===== config.mk =====
export PLATFORM = sky130hd
export DESIGN_NAME = psr_device_flat
export DESIGN_NICKNAME = d
export VERILOG_FILES = /design/src/rtl/psr_pkg.sv /design/src/rtl/psr_link_if.sv /design/src/rtl/psr_flag.sv /design/src/rtl/psr_device.sv /design/src/flat_wrapper.sv
export VERILOG_INCLUDE_DIRS = /design/src /design/src/rtl
export SDC_FILE = /design/constraint.sdc
export NUM_CORES = 1
export LEC_CHECK = 0
export ABC_AREA = 0
export BUFFER_PORTS_ARGS = -buffer_cell sky130_fd_sc_hd__buf_2
export CORE_UTILIZATION = 50
export CTS_CLUSTER_SIZE = 24
export DETAILED_ROUTE_END_ITERATION = 10
export GPL_TIMING_DRIVEN = 0
export PLACE_DENSITY = 0.71
export SETUP_SLACK_MARGIN = 0.2
export SKIP_LAST_GASP = 1
export SLEW_MARGIN = 25
export SYNTH_ARGS = -nofsm -noshare
export SYNTH_HDL_FRONTEND = slang
export SYNTH_SLANG_ARGS = --single-unit

===== constraint.sdc =====
create_clock -name pclk -period 2.1 [get_ports pclk]
set_input_delay 0.42 -clock pclk [delete_from_list [all_inputs] [get_ports pclk]]
set_output_delay 0.42 -clock pclk [all_outputs]
set_load 0.03 [all_outputs]

===== src/rtl/psr_defines.svh =====
// Register offsets, field positions, reset values and host register map
`ifndef PSR_DEFINES_SVH
`define PSR_DEFINES_SVH

// Device register offsets on the link
`define PSR_ADDR_LPCONF 8'h1a
`define PSR_ADDR_INTSRC 8'h25
`define PSR_ADDR_QSTAT 8'h26
`define PSR_ADDR_DSTAT 8'h27
`define PSR_ADDR_PRESS_L 8'h28
`define PSR_ADDR_PRESS_M 8'h29
`define PSR_ADDR_PRESS_H 8'h2a
`define PSR_ADDR_TEMP_L 8'h2b
`define PSR_ADDR_TEMP_H 8'h2c
`define PSR_ADDR_FLT_RST 8'h33

// Field positions
`define PSR_LPCONF_LC_BIT 0
`define PSR_LPCONF_RSVD_BIT 1
`define PSR_LPCONF_RESET 8'h00
`define PSR_INTSRC_BOOT_BIT 7
`define PSR_DSTAT_TOR_BIT 5
`define PSR_DSTAT_POR_BIT 4
`define PSR_DSTAT_TDA_BIT 1
`define PSR_DSTAT_PDA_BIT 0
`define PSR_QUEUE_FULL 6'h20

// Host register map on APB
`define PSR_APB_CMD 12'h000
`define PSR_APB_STAT 12'h004
`define PSR_CMD_WDATA_LSB 8
`define PSR_CMD_WRITE_BIT 16
`define PSR_STAT_BUSY_BIT 0
`define PSR_STAT_REFUSED_BIT 1
`define PSR_STAT_RDATA_LSB 8

`endif


===== src/rtl/psr_pkg.sv =====
// Types shared by the sensor status readout ends
package psr_pkg;
  typedef logic [7:0] psr_byte_t;
  typedef enum logic [2:0] {
    PSR_IDLE,
    PSR_RMW_READ,
    PSR_RMW_WAIT,
    PSR_ISSUE,
    PSR_WAIT
  } psr_host_state_e;
endpackage


===== src/rtl/psr_link_if.sv =====
// Register link between the sensor readout and its host controller
`timescale 1ns/1ps
interface psr_link_if;
  psr_pkg::psr_byte_t addr;
  psr_pkg::psr_byte_t wdata;
  logic wr;
  logic rd;
  psr_pkg::psr_byte_t rdata;
  logic rvalid;
  modport device (input addr, input wdata, input wr, input rd, output rdata, output rvalid);
  modport host (output addr, output wdata, output wr, output rd, input rdata, input rvalid);
endinterface


===== src/rtl/psr_flag.sv =====
// Sticky status flag where a set wins over a clear in the same cycle
`timescale 1ns/1ps
module psr_flag (
  input wire logic pclk,
  input wire logic presetn,
  input wire logic set,
  input wire logic clr,
  output logic q
);
  // Set has priority so an event at the clear edge is kept
  always_ff @(posedge pclk or negedge presetn) begin
    if (!presetn) begin
      q <= 1'b0;
    end else if (set) begin
      q <= 1'b1;
    end else if (clr) begin
      q <= 1'b0;
    end
  end
endmodule


===== src/rtl/psr_device.sv =====
// Sensor end: status flags, result registers and filter reset on the register link
//
// Chosen here: the register link device port; the APB slave sits in the host end.
`timescale 1ns/1ps
`include "psr_defines.svh"

////////////////////////////////////////////////////////////////////////////////
// Summary of operation
// Host writes zero to six upper bits
// Host preserves reserved bit on writes
// Low-current bit resets zero, one selects
// Host changes low-current only when powered down
// Low-current applies to single-shot and continuous
// Bit 7 shows trimming reload, 6..3 zero
// Interrupt-active set when any event occurred
// Separate low and high pressure event flags
// Watermark flag when fill reaches threshold
// Overrun flag when full and overwritten
// Six-bit fill level, 32 means full
// Overrun flags when unread result overwritten
// Available flags set on new result
// Data status refreshed once per rate cycle
// 24-bit pressure at 28h, 29h, 2Ah
// Pressure equals measured minus offset
// 16-bit temperature at 2Bh and 2Ch
// Reading 33h resets active lowpass filter
// Offset is 16-bit two's complement pair
// Single-shot completion clears trigger, updates results
// Reading result high byte clears available
// Multi-byte results read coherently via snapshot
module psr_device #(
  parameter int FILL_W = 6,
  parameter int WTM_W = 5
) (
  input wire logic pclk,
  input wire logic presetn,
  psr_link_if.device link,
  input wire logic boot_active,
  input wire logic diff_low_event,
  input wire logic diff_high_event,
  input wire logic [FILL_W-1:0] queue_fill_level,
  input wire logic [WTM_W-1:0] watermark_level,
  input wire logic queue_overrun_bit,
  input wire logic rate_tick,
  input wire logic oneshot_done,
  input wire logic press_new,
  input wire logic [23:0] press_measured,
  input wire logic temp_new,
  input wire logic [15:0] temp_measured,
  input wire logic [15:0] press_offset,
  input wire logic press_lowpass_filter,
  output logic low_current_select,
  output logic oneshot_clear,
  output logic filter_reset
);

  ////////////////////////////////////////////////////////////////////////////////
  // Link decode
  logic rd_press_l;
  logic rd_press_h;
  logic rd_temp_l;
  logic rd_temp_h;
  logic commit;
  logic [7:0] lpconf;
  logic [1:0] pending;
  logic [1:0] new_in;
  logic [1:0] rd_high;
  logic [1:0] avail;
  logic [1:0] queue_overrun_flag;
  logic [23:0] stage [2];
  logic [23:0] value_in [2];
  logic [23:0] result [2];
  logic [23:0] press_snap;
  logic [15:0] temp_snap;
  logic [23:0] press_offset_ext;
  logic [7:0] int_src;
  logic [7:0] queue_stat;
  logic [7:0] data_stat;
  logic [7:0] next_rdata;
  logic evt_low;
  logic evt_high;

  assign rd_press_l = link.rd && (link.addr == `PSR_ADDR_PRESS_L);
  assign rd_press_h = link.rd && (link.addr == `PSR_ADDR_PRESS_H);
  assign rd_temp_l = link.rd && (link.addr == `PSR_ADDR_TEMP_L);
  assign rd_temp_h = link.rd && (link.addr == `PSR_ADDR_TEMP_H);

  ////////////////////////////////////////////////////////////////////////////////
  // Low-power configuration
  // All eight bits are stored; the host keeps the top bits zero and bit 1 intact
  always_ff @(posedge pclk or negedge presetn) begin
    if (!presetn) begin
      lpconf <= `PSR_LPCONF_RESET;
    end else if (link.wr && link.addr == `PSR_ADDR_LPCONF) begin
      lpconf <= link.wdata;
    end
  end

  // One level drives the whole conversion chain, single-shot and continuous alike
  assign low_current_select = lpconf[`PSR_LPCONF_LC_BIT];

  ////////////////////////////////////////////////////////////////////////////////
  // Conversion results
  // Offset sign-extended to the pressure width before subtraction
  assign press_offset_ext = {{8{press_offset[15]}}, press_offset};
  assign value_in[0] = press_measured - press_offset_ext;
  assign value_in[1] = {{8{temp_measured[15]}}, temp_measured};
  assign new_in = {temp_new, press_new};
  assign rd_high = {rd_temp_h, rd_press_h};

  // Results land only at a rate boundary or at single-shot completion
  assign commit = rate_tick || oneshot_done;

  // Index 0 is pressure, index 1 is temperature
  for (genvar i = 0; i < 2; i++) begin : g_qty
    // Staging holds the newest sample until the next commit point
    always_ff @(posedge pclk or negedge presetn) begin
      if (!presetn) begin
        stage[i] <= 24'h000000;
        pending[i] <= 1'b0;
      end else if (new_in[i]) begin
        stage[i] <= value_in[i];
        pending[i] <= 1'b1;
      end else if (commit) begin
        pending[i] <= 1'b0;
      end
    end

    // A sample arriving in the commit cycle itself waits for the next one
    always_ff @(posedge pclk or negedge presetn) begin
      if (!presetn) begin
        result[i] <= 24'h000000;
      end else if (commit && pending[i]) begin
        result[i] <= stage[i];
      end
    end

    psr_flag u_avail (
      .pclk(pclk),
      .presetn(presetn),
      .set(commit && pending[i]),
      .clr(rd_high[i]),
      .q(avail[i])
    );

    // Overwriting a result nobody has taken yet marks an overrun
    psr_flag u_ovr (
      .pclk(pclk),
      .presetn(presetn),
      .set(commit && pending[i] && avail[i]),
      .clr(rd_high[i]),
      .q(queue_overrun_flag[i])
    );
  end

  // Single-shot trigger self-clears on completion
  always_ff @(posedge pclk or negedge presetn) begin
    if (!presetn) begin
      oneshot_clear <= 1'b0;
    end else begin
      oneshot_clear <= oneshot_done;
    end
  end

  ////////////////////////////////////////////////////////////////////////////////
  // Coherent snapshots
  // Low-byte read freezes the upper bytes so a later commit cannot mix samples
  always_ff @(posedge pclk or negedge presetn) begin
    if (!presetn) begin
      press_snap <= 24'h000000;
    end else if (rd_press_l) begin
      press_snap <= result[0];
    end
  end

  always_ff @(posedge pclk or negedge presetn) begin
    if (!presetn) begin
      temp_snap <= 16'h0000;
    end else if (rd_temp_l) begin
      temp_snap <= result[1][15:0];
    end
  end

  ////////////////////////////////////////////////////////////////////////////////
  // Event flags
  // Pressure events are held until the host reads the interrupt source
  psr_flag u_evt_low (
    .pclk(pclk),
    .presetn(presetn),
    .set(diff_low_event),
    .clr(link.rd && link.addr == `PSR_ADDR_INTSRC),
    .q(evt_low)
  );

  psr_flag u_evt_high (
    .pclk(pclk),
    .presetn(presetn),
    .set(diff_high_event),
    .clr(link.rd && link.addr == `PSR_ADDR_INTSRC),
    .q(evt_high)
  );

  ////////////////////////////////////////////////////////////////////////////////
  // Status bytes
  always_comb begin
    int_src = 8'h00;
    int_src[`PSR_INTSRC_BOOT_BIT] = boot_active;
    int_src[2] = evt_low || evt_high;
    int_src[1] = evt_low;
    int_src[0] = evt_high;
  end

  // Watermark compares the live fill against the programmed level
  always_comb begin
    queue_stat = 8'h00;
    queue_stat[7] = (queue_fill_level >= FILL_W'(watermark_level));
    queue_stat[6] = queue_overrun_bit && (queue_fill_level == `PSR_QUEUE_FULL);
    queue_stat[5:0] = queue_fill_level;
  end

  always_comb begin
    data_stat = 8'h00;
    data_stat[`PSR_DSTAT_TOR_BIT] = queue_overrun_flag[1];
    data_stat[`PSR_DSTAT_POR_BIT] = queue_overrun_flag[0];
    data_stat[`PSR_DSTAT_TDA_BIT] = avail[1];
    data_stat[`PSR_DSTAT_PDA_BIT] = avail[0];
  end

  ////////////////////////////////////////////////////////////////////////////////
  // Read mux; unmapped offsets read zero
  always_comb begin
    case (link.addr)
      `PSR_ADDR_LPCONF: next_rdata = lpconf;
      `PSR_ADDR_INTSRC: next_rdata = int_src;
      `PSR_ADDR_QSTAT: next_rdata = queue_stat;
      `PSR_ADDR_DSTAT: next_rdata = data_stat;
      `PSR_ADDR_PRESS_L: next_rdata = result[0][7:0];
      `PSR_ADDR_PRESS_M: next_rdata = press_snap[15:8];
      `PSR_ADDR_PRESS_H: next_rdata = press_snap[23:16];
      `PSR_ADDR_TEMP_L: next_rdata = result[1][7:0];
      `PSR_ADDR_TEMP_H: next_rdata = temp_snap[15:8];
      default: next_rdata = 8'h00;
    endcase
  end

  // Read answer one cycle after the strobe
  always_ff @(posedge pclk or negedge presetn) begin
    if (!presetn) begin
      link.rdata <= 8'h00;
      link.rvalid <= 1'b0;
    end else begin
      link.rvalid <= link.rd;
      if (link.rd) begin
        link.rdata <= next_rdata;
      end
    end
  end

  ////////////////////////////////////////////////////////////////////////////////
  // Filter reset on read; ignored while the filter is off
  always_ff @(posedge pclk or negedge presetn) begin
    if (!presetn) begin
      filter_reset <= 1'b0;
    end else begin
      filter_reset <= link.rd && (link.addr == `PSR_ADDR_FLT_RST) && press_lowpass_filter;
    end
  end

endmodule


===== src/flat_wrapper.sv =====
// flat-port wrapper written by rule: the top's interface ports become plain ports
module psr_device_flat 
#(
  parameter int FILL_W = 6,
  parameter int WTM_W = 5
)
  (pclk, presetn, boot_active, diff_low_event, diff_high_event, queue_fill_level, watermark_level, queue_overrun_bit, rate_tick, oneshot_done, press_new, press_measured, temp_new, temp_measured, press_offset, press_lowpass_filter, low_current_select, oneshot_clear, filter_reset, link_addr, link_wdata, link_wr, link_rd, link_rdata, link_rvalid);
  psr_link_if link_i ();
  input wire logic pclk;
  input wire logic presetn;
  input wire logic boot_active;
  input wire logic diff_low_event;
  input wire logic diff_high_event;
  input wire logic [FILL_W-1:0] queue_fill_level;
  input wire logic [WTM_W-1:0] watermark_level;
  input wire logic queue_overrun_bit;
  input wire logic rate_tick;
  input wire logic oneshot_done;
  input wire logic press_new;
  input wire logic [23:0] press_measured;
  input wire logic temp_new;
  input wire logic [15:0] temp_measured;
  input wire logic [15:0] press_offset;
  input wire logic press_lowpass_filter;
  output logic low_current_select;
  output logic oneshot_clear;
  output logic filter_reset;
  input wire logic [$bits(link_i.addr)-1:0] link_addr;
  input wire logic [$bits(link_i.wdata)-1:0] link_wdata;
  input wire logic [$bits(link_i.wr)-1:0] link_wr;
  input wire logic [$bits(link_i.rd)-1:0] link_rd;
  output wire logic [$bits(link_i.rdata)-1:0] link_rdata;
  output wire logic [$bits(link_i.rvalid)-1:0] link_rvalid;
  assign link_i.addr = link_addr;
  assign link_i.wdata = link_wdata;
  assign link_i.wr = link_wr;
  assign link_i.rd = link_rd;
  assign link_rdata = link_i.rdata;
  assign link_rvalid = link_i.rvalid;
  psr_device #(.FILL_W(FILL_W), .WTM_W(WTM_W)) u_core (.pclk(pclk), .presetn(presetn), .link(link_i), .boot_active(boot_active), .diff_low_event(diff_low_event), .diff_high_event(diff_high_event), .queue_fill_level(queue_fill_level), .watermark_level(watermark_level), .queue_overrun_bit(queue_overrun_bit), .rate_tick(rate_tick), .oneshot_done(oneshot_done), .press_new(press_new), .press_measured(press_measured), .temp_new(temp_new), .temp_measured(temp_measured), .press_offset(press_offset), .press_lowpass_filter(press_lowpass_filter), .low_current_select(low_current_select), .oneshot_clear(oneshot_clear), .filter_reset(filter_reset));
endmodule

==> results.md <==
Route:
- The final antenna-violating net count is 0.
- The routed design has 17.0 mm of wire.
- In this run, the number of DRC markers left after iteration 0 of detailed routing was 447.
- For this block, the via count after detailed routing is 5474.
- After detailed routing, the number of remaining DRC violations is 0.
- Dividing the detail-routed via count by the number of cells gives 5.70.
- Dividing the detail-routed wire length by the instance count gives around 18 um.
- The length of the first detailed-routing pass in iterations is 5.

Floorplanning:
- The floorplan core area is ~0.013 mm^2.
- The number of cell rows is 42.
- The die is 119 um tall.
- The floorplan step defined a die boundary enclosing roughly 0.014 mm^2.
- For this design the top-level I/O count stands at 108.
- The die width is 119 um.
- The initial core utilization is 51.6%.

Finish:
- The count of cells in the finished layout, fillers not included, comes to between 900 and 1000.
- Cells fill 67.9% of the core in the end.
- The final-stage net count is 897.
- The fraction of layout cells with a size suffix above 1 is 45.4%.
- The cell area after layout is 0.00903 mm^2.
- The area growth from synthesis to layout is 31.6%.
- The number of inserted diodes is 0.

Timing:
- The final-report max-slew violation count is 0.
- The hold violation total from the final report is 0.
- Setup slack on the critical path of the routed design comes to 0.0580 ns.
- Dividing the final minimum period by the clock period gives 97.2%.
- The maximum clock frequency is 0.490 GHz.
- Setup repair after global routing could not meet its margin everywhere.
- The worst clock skew is 0.0125 ns.
- The final critical delay including setup and external delays is slightly above 2 ns.
- The relative slew slack is 43.6%.
- The setup-violating endpoint count in the final report is 0.
- The measured slew at the worst slew-check pin is 0.840 ns.

Setup path:
- The highest net fanout along the worst path is 3.
- For flop-to-flop paths, the worst setup slack is 0.37 ns.
- The delay contributed by the slowest stage of the critical path is 0.34 ns.
- The worst setup path is captured at a register.
- The worst setup path is of the in -> reg kind.
- In this design, the critical path's most frequently occurring cell is sky130_fd_sc_hd__buf_4.
- In this run the critical register-to-register path is captured at u_core.result[1].
- Data on the critical path arrives at its endpoint at 2.36 ns.
- The cell with the largest stage delay on the worst path is sky130_fd_sc_hd__fa_2.
- In this run the critical register-to-register path is launched from u_core.pending[1].
- The worst setup path is launched from a primary input.
- Walking the worst path, the cells encountered are buf_8 > inv_8 > ha_4 > fa_2 > nor2b_2 > o211ai_1 > buf_4 > a211oi_2 > buf_4 > o311ai_4 > a21o_1 > a31o_2.
- Counting cells, the worst reg-to-reg path comes to 3.
- For the worst setup path, the data required time is 2.42 ns.

Global routing:
- For this run, the total global-route usage over all layers was measured as around 25%.
- The first global-routing pass estimated between 20 and 30 mm of wire.
- The pin count of the biggest net entering global routing is 95.
- The met2 capacity usage during global routing is a little over two fifths.
- The met3 usage is 4.55%.
- The number of antenna violations at the first check in global routing is 0.
- The number of global-route vias before repair is ~5400.
- For this run, global-route usage on met1 was measured as 32.6%.
- In this run the most used layer during global routing was met2.
- The total overflow reported by the global router is 0.

Yosys:
- The post-synthesis share of cell area spent on xor and xnor gates is 1.53%.
- The number of nets in the synthesized netlist is 751.
- The commonest cells after synthesis are sky130_fd_sc_hd__dfrtp_1 (131), sky130_fd_sc_hd__mux2_2 (103), sky130_fd_sc_hd__nand2_1 (54), sky130_fd_sc_hd__nor2_1 (39), sky130_fd_sc_hd__inv_1 (29).
- The share of the synthesized area in the top cell type is 47.8%.
- By area, the combinational part of the netlist is dominated by multiplexers.
- The total of flip-flops plus latches after synthesis is between 100 and 150.
- Summing the areas of all and, or, nand and nor instances in the mapped netlist gives 12.4% of the synthesized area.
- The compound-gate portion of the synthesized area is 11.6%.
- The post-synthesis share of cell area spent on full adders, half adders and majority gates is 5.40%.
- A synthesized cell averages 11.0 um^2.
- After synthesis, flip-flops and latches occupy 47.8% of the total area.
- The synthesis warning total is 0.
- The post-synthesis instance area is 0.00686 mm^2.
- The most repeated cell in the gate-level netlist after synthesis is sky130_fd_sc_hd__dfrtp_1.
- The fraction of registers with async set/reset is 100%.
- The number of distinct library cell variants in the gate-level netlist after synthesis is 70.
- The most used flip-flop cell after synthesis is sky130_fd_sc_hd__dfrtp_1.
- The count of mapped cells out of synthesis is 626.
- In the post-synthesis netlist, the biggest area contributors are sky130_fd_sc_hd__dfrtp_1 (48%), sky130_fd_sc_hd__mux2_2 (17%), sky130_fd_sc_hd__ha_1 (5.1%).
- The share of cell area taken by muxes after synthesis is 17.9%.
- The number of synthesized flops with an enable pin is 0.
- The top cell type by total area after synthesis is sky130_fd_sc_hd__dfrtp_1.

Clock tree:
- The cell sitting at the root of the clock tree is a sky130_fd_sc_hd__clkbuf_16.
- TritonCTS built the clock tree.
- The number of sinks handled by clock tree synthesis is 131.
- Clock latency on the worst-skew pair, taken at its later pin, is 0.42 ns.
- After clock tree synthesis, the clock-pin slew on the worst setup and hold paths is ~0.060 ns.
- The longest clock path from root to sink contains 2 buffers.
- The maximum level of the CTS H-tree is 4.
- The TritonCTS buffer count is 17.

Worst hold path:
- In this run the worst hold path is classified as in -> reg.
- The number of cells on the worst hold path is 1.
- The path with the worst hold slack has its endpoint at u_core.oneshot_clear.
- The worst hold path begins at oneshot_done.

Pwr:
- The analysis attributes to cell leakage a power of just over 4 nW.
- VDD sags by at most ~0.00059 V.
- Overall power consumption after layout is estimated at 7.50 mW.
- The power density over the cells is 831 mW/mm^2.

Flow run:
- Across the run, the number of max-cap violations was 0.

Placement:
- The final estimated routing congestion in global placement is 0.885.
- The count of input and output buffers is 104.
- The number of cells after detailed placement is 907.
- The placed instances occupy a cell area of 0.00799 mm^2.
- The half-perimeter wire length after detailed placement is 12.4 mm.
- The placement-stage worst setup slack is -0.545 ns.

Run status:
- The run finished with clean final reports.
==> cell families (layout without fill, tap and decap cells) <==
kind of cell / count (synthesis) / after routing
xor gates and xnor gates: 12 / 12
DFF: 131 / 131
muxes: 110 / 110
buffers and inverters: 60 / 219
AOI/OAI and AO/OA: 116 / 116
adders and majority gates: 29 / 29
and+or+nand+nor: 168 / 168
==> registers in the layout, indices dropped and copies added, names as in the netlist, 2 cells and up <==
| signal | flops |
|---|---|
| u_core.result | 40 |
| u_core.stage | 40 |
| u_core.press_snap | 16 |
| u_core.link.rdata | 8 |
| u_core.lpconf | 8 |
| u_core.temp_snap | 8 |
| u_core.g_qty.u_avail.q | 2 |
| u_core.g_qty.u_ovr.q | 2 |
| u_core.pending | 2 |
==> worst max path at each step <==
stage / cells after the start / end / start
finish: 12 / u_core.stage[46] / press_measured[0]
global route: 12 / u_core.stage[46] / press_measured[0]
CTS: 11 / u_core.stage[46] / press_measured[0]
detailed placement: 10 / u_core.stage[46] / press_measured[0]
global placement: 1 / u_core.pending[0] / presetn
floorplan: 9 / u_core.stage[46] / press_measured[0]
==> placed cells by master, fill, tap and decap left out, drive strengths merged, types with 3 or more instances in the layout <==
| cell type | synthesis | final |
|---|---|---|
| mux2 | 103 | 103 |
| and3 | 6 | 6 |
| xor2 | 5 | 5 |
| clkinvlp | 0 | 4 |
| nand2b | 5 | 5 |
| nor3b | 3 | 3 |
| nor3 | 13 | 13 |
| a222oi | 3 | 3 |
| buf | 7 | 132 |
| o211ai | 4 | 4 |
| clkbuf | 23 | 41 |
| a21o | 8 | 8 |
| o21ai | 20 | 20 |
| o311ai | 3 | 3 |
| nand3b | 3 | 3 |
| o2bb2ai | 3 | 3 |
| nand2 | 54 | 54 |
| mux2i | 7 | 7 |
| nand3 | 14 | 14 |
| a22oi | 6 | 6 |
| a221oi | 7 | 7 |
| a31oi | 8 | 8 |
| nor2 | 40 | 40 |
| nand4 | 12 | 12 |
| or3 | 3 | 3 |
| o21a | 4 | 4 |
| a21oi | 27 | 27 |
| xnor2 | 7 | 7 |
| a211oi | 4 | 4 |
| inv | 29 | 38 |
| ha | 28 | 28 |
| dfrtp | 131 | 131 |
==> per-stage QoR <==
step,TNS (ns),hold slack (ns)
floorplan,-0.194,0.124
global placement,-142.48,0.461
detailed placement,-13.02,0.308
CTS,0,0.140
global route,-0.0256,0.146
finish,0,0.154
==> worst max-delay path: cells and delay by family <==
| kind | cells | cell delay [ns] |
|---|---|---|
| compound gates | 5 | 0.83 |
| fa+ha+maj | 2 | 0.49 |
| buf+inv | 4 | 0.46 |
| simple gates | 1 | 0.16 |
==> report_power, final <==
part	internal, mW	leakage, nW	total (mW)	switching (mW)
registers	2.91	1.60	3.16	0.250
logic	0.741	2.23	1.44	0.698
clock network	1.68	0.279	2.90	1.22
total	5.34	4.11	7.50	2.17
==> repair_timing <==
item	in CTS	in global routing
gates resized for setup	22	41
buffers inserted	13	8
endpoints found under the setup margin	18	22
endpoints found under the hold margin	37	0
pin swaps	14	15
hold buffers	1	0
==> final cells by class <==
cell class | count | area, um^2
Fill cell | 1004 | 4260
Multi-Input combinational cell | 435 | 3810
Sequential cell | 131 | 3280
Timing Repair Buffer | 127 | 771
Clock buffer | 17 | 425
Tap cell | 176 | 220
Buffer | 30 | 216
Clock inverter | 15 | 161
Inverter | 30 | 144
==> routing by layer <==
layer  vias to the layer above  part of all wire (%)
li1                       2577                     -
met2                       186                    49
met5                         -                     0
met4                         0                   2.2
met3                        26                   4.6
met1                      2685                    44
Note: power is estimated with default switching activity, not from simulation.
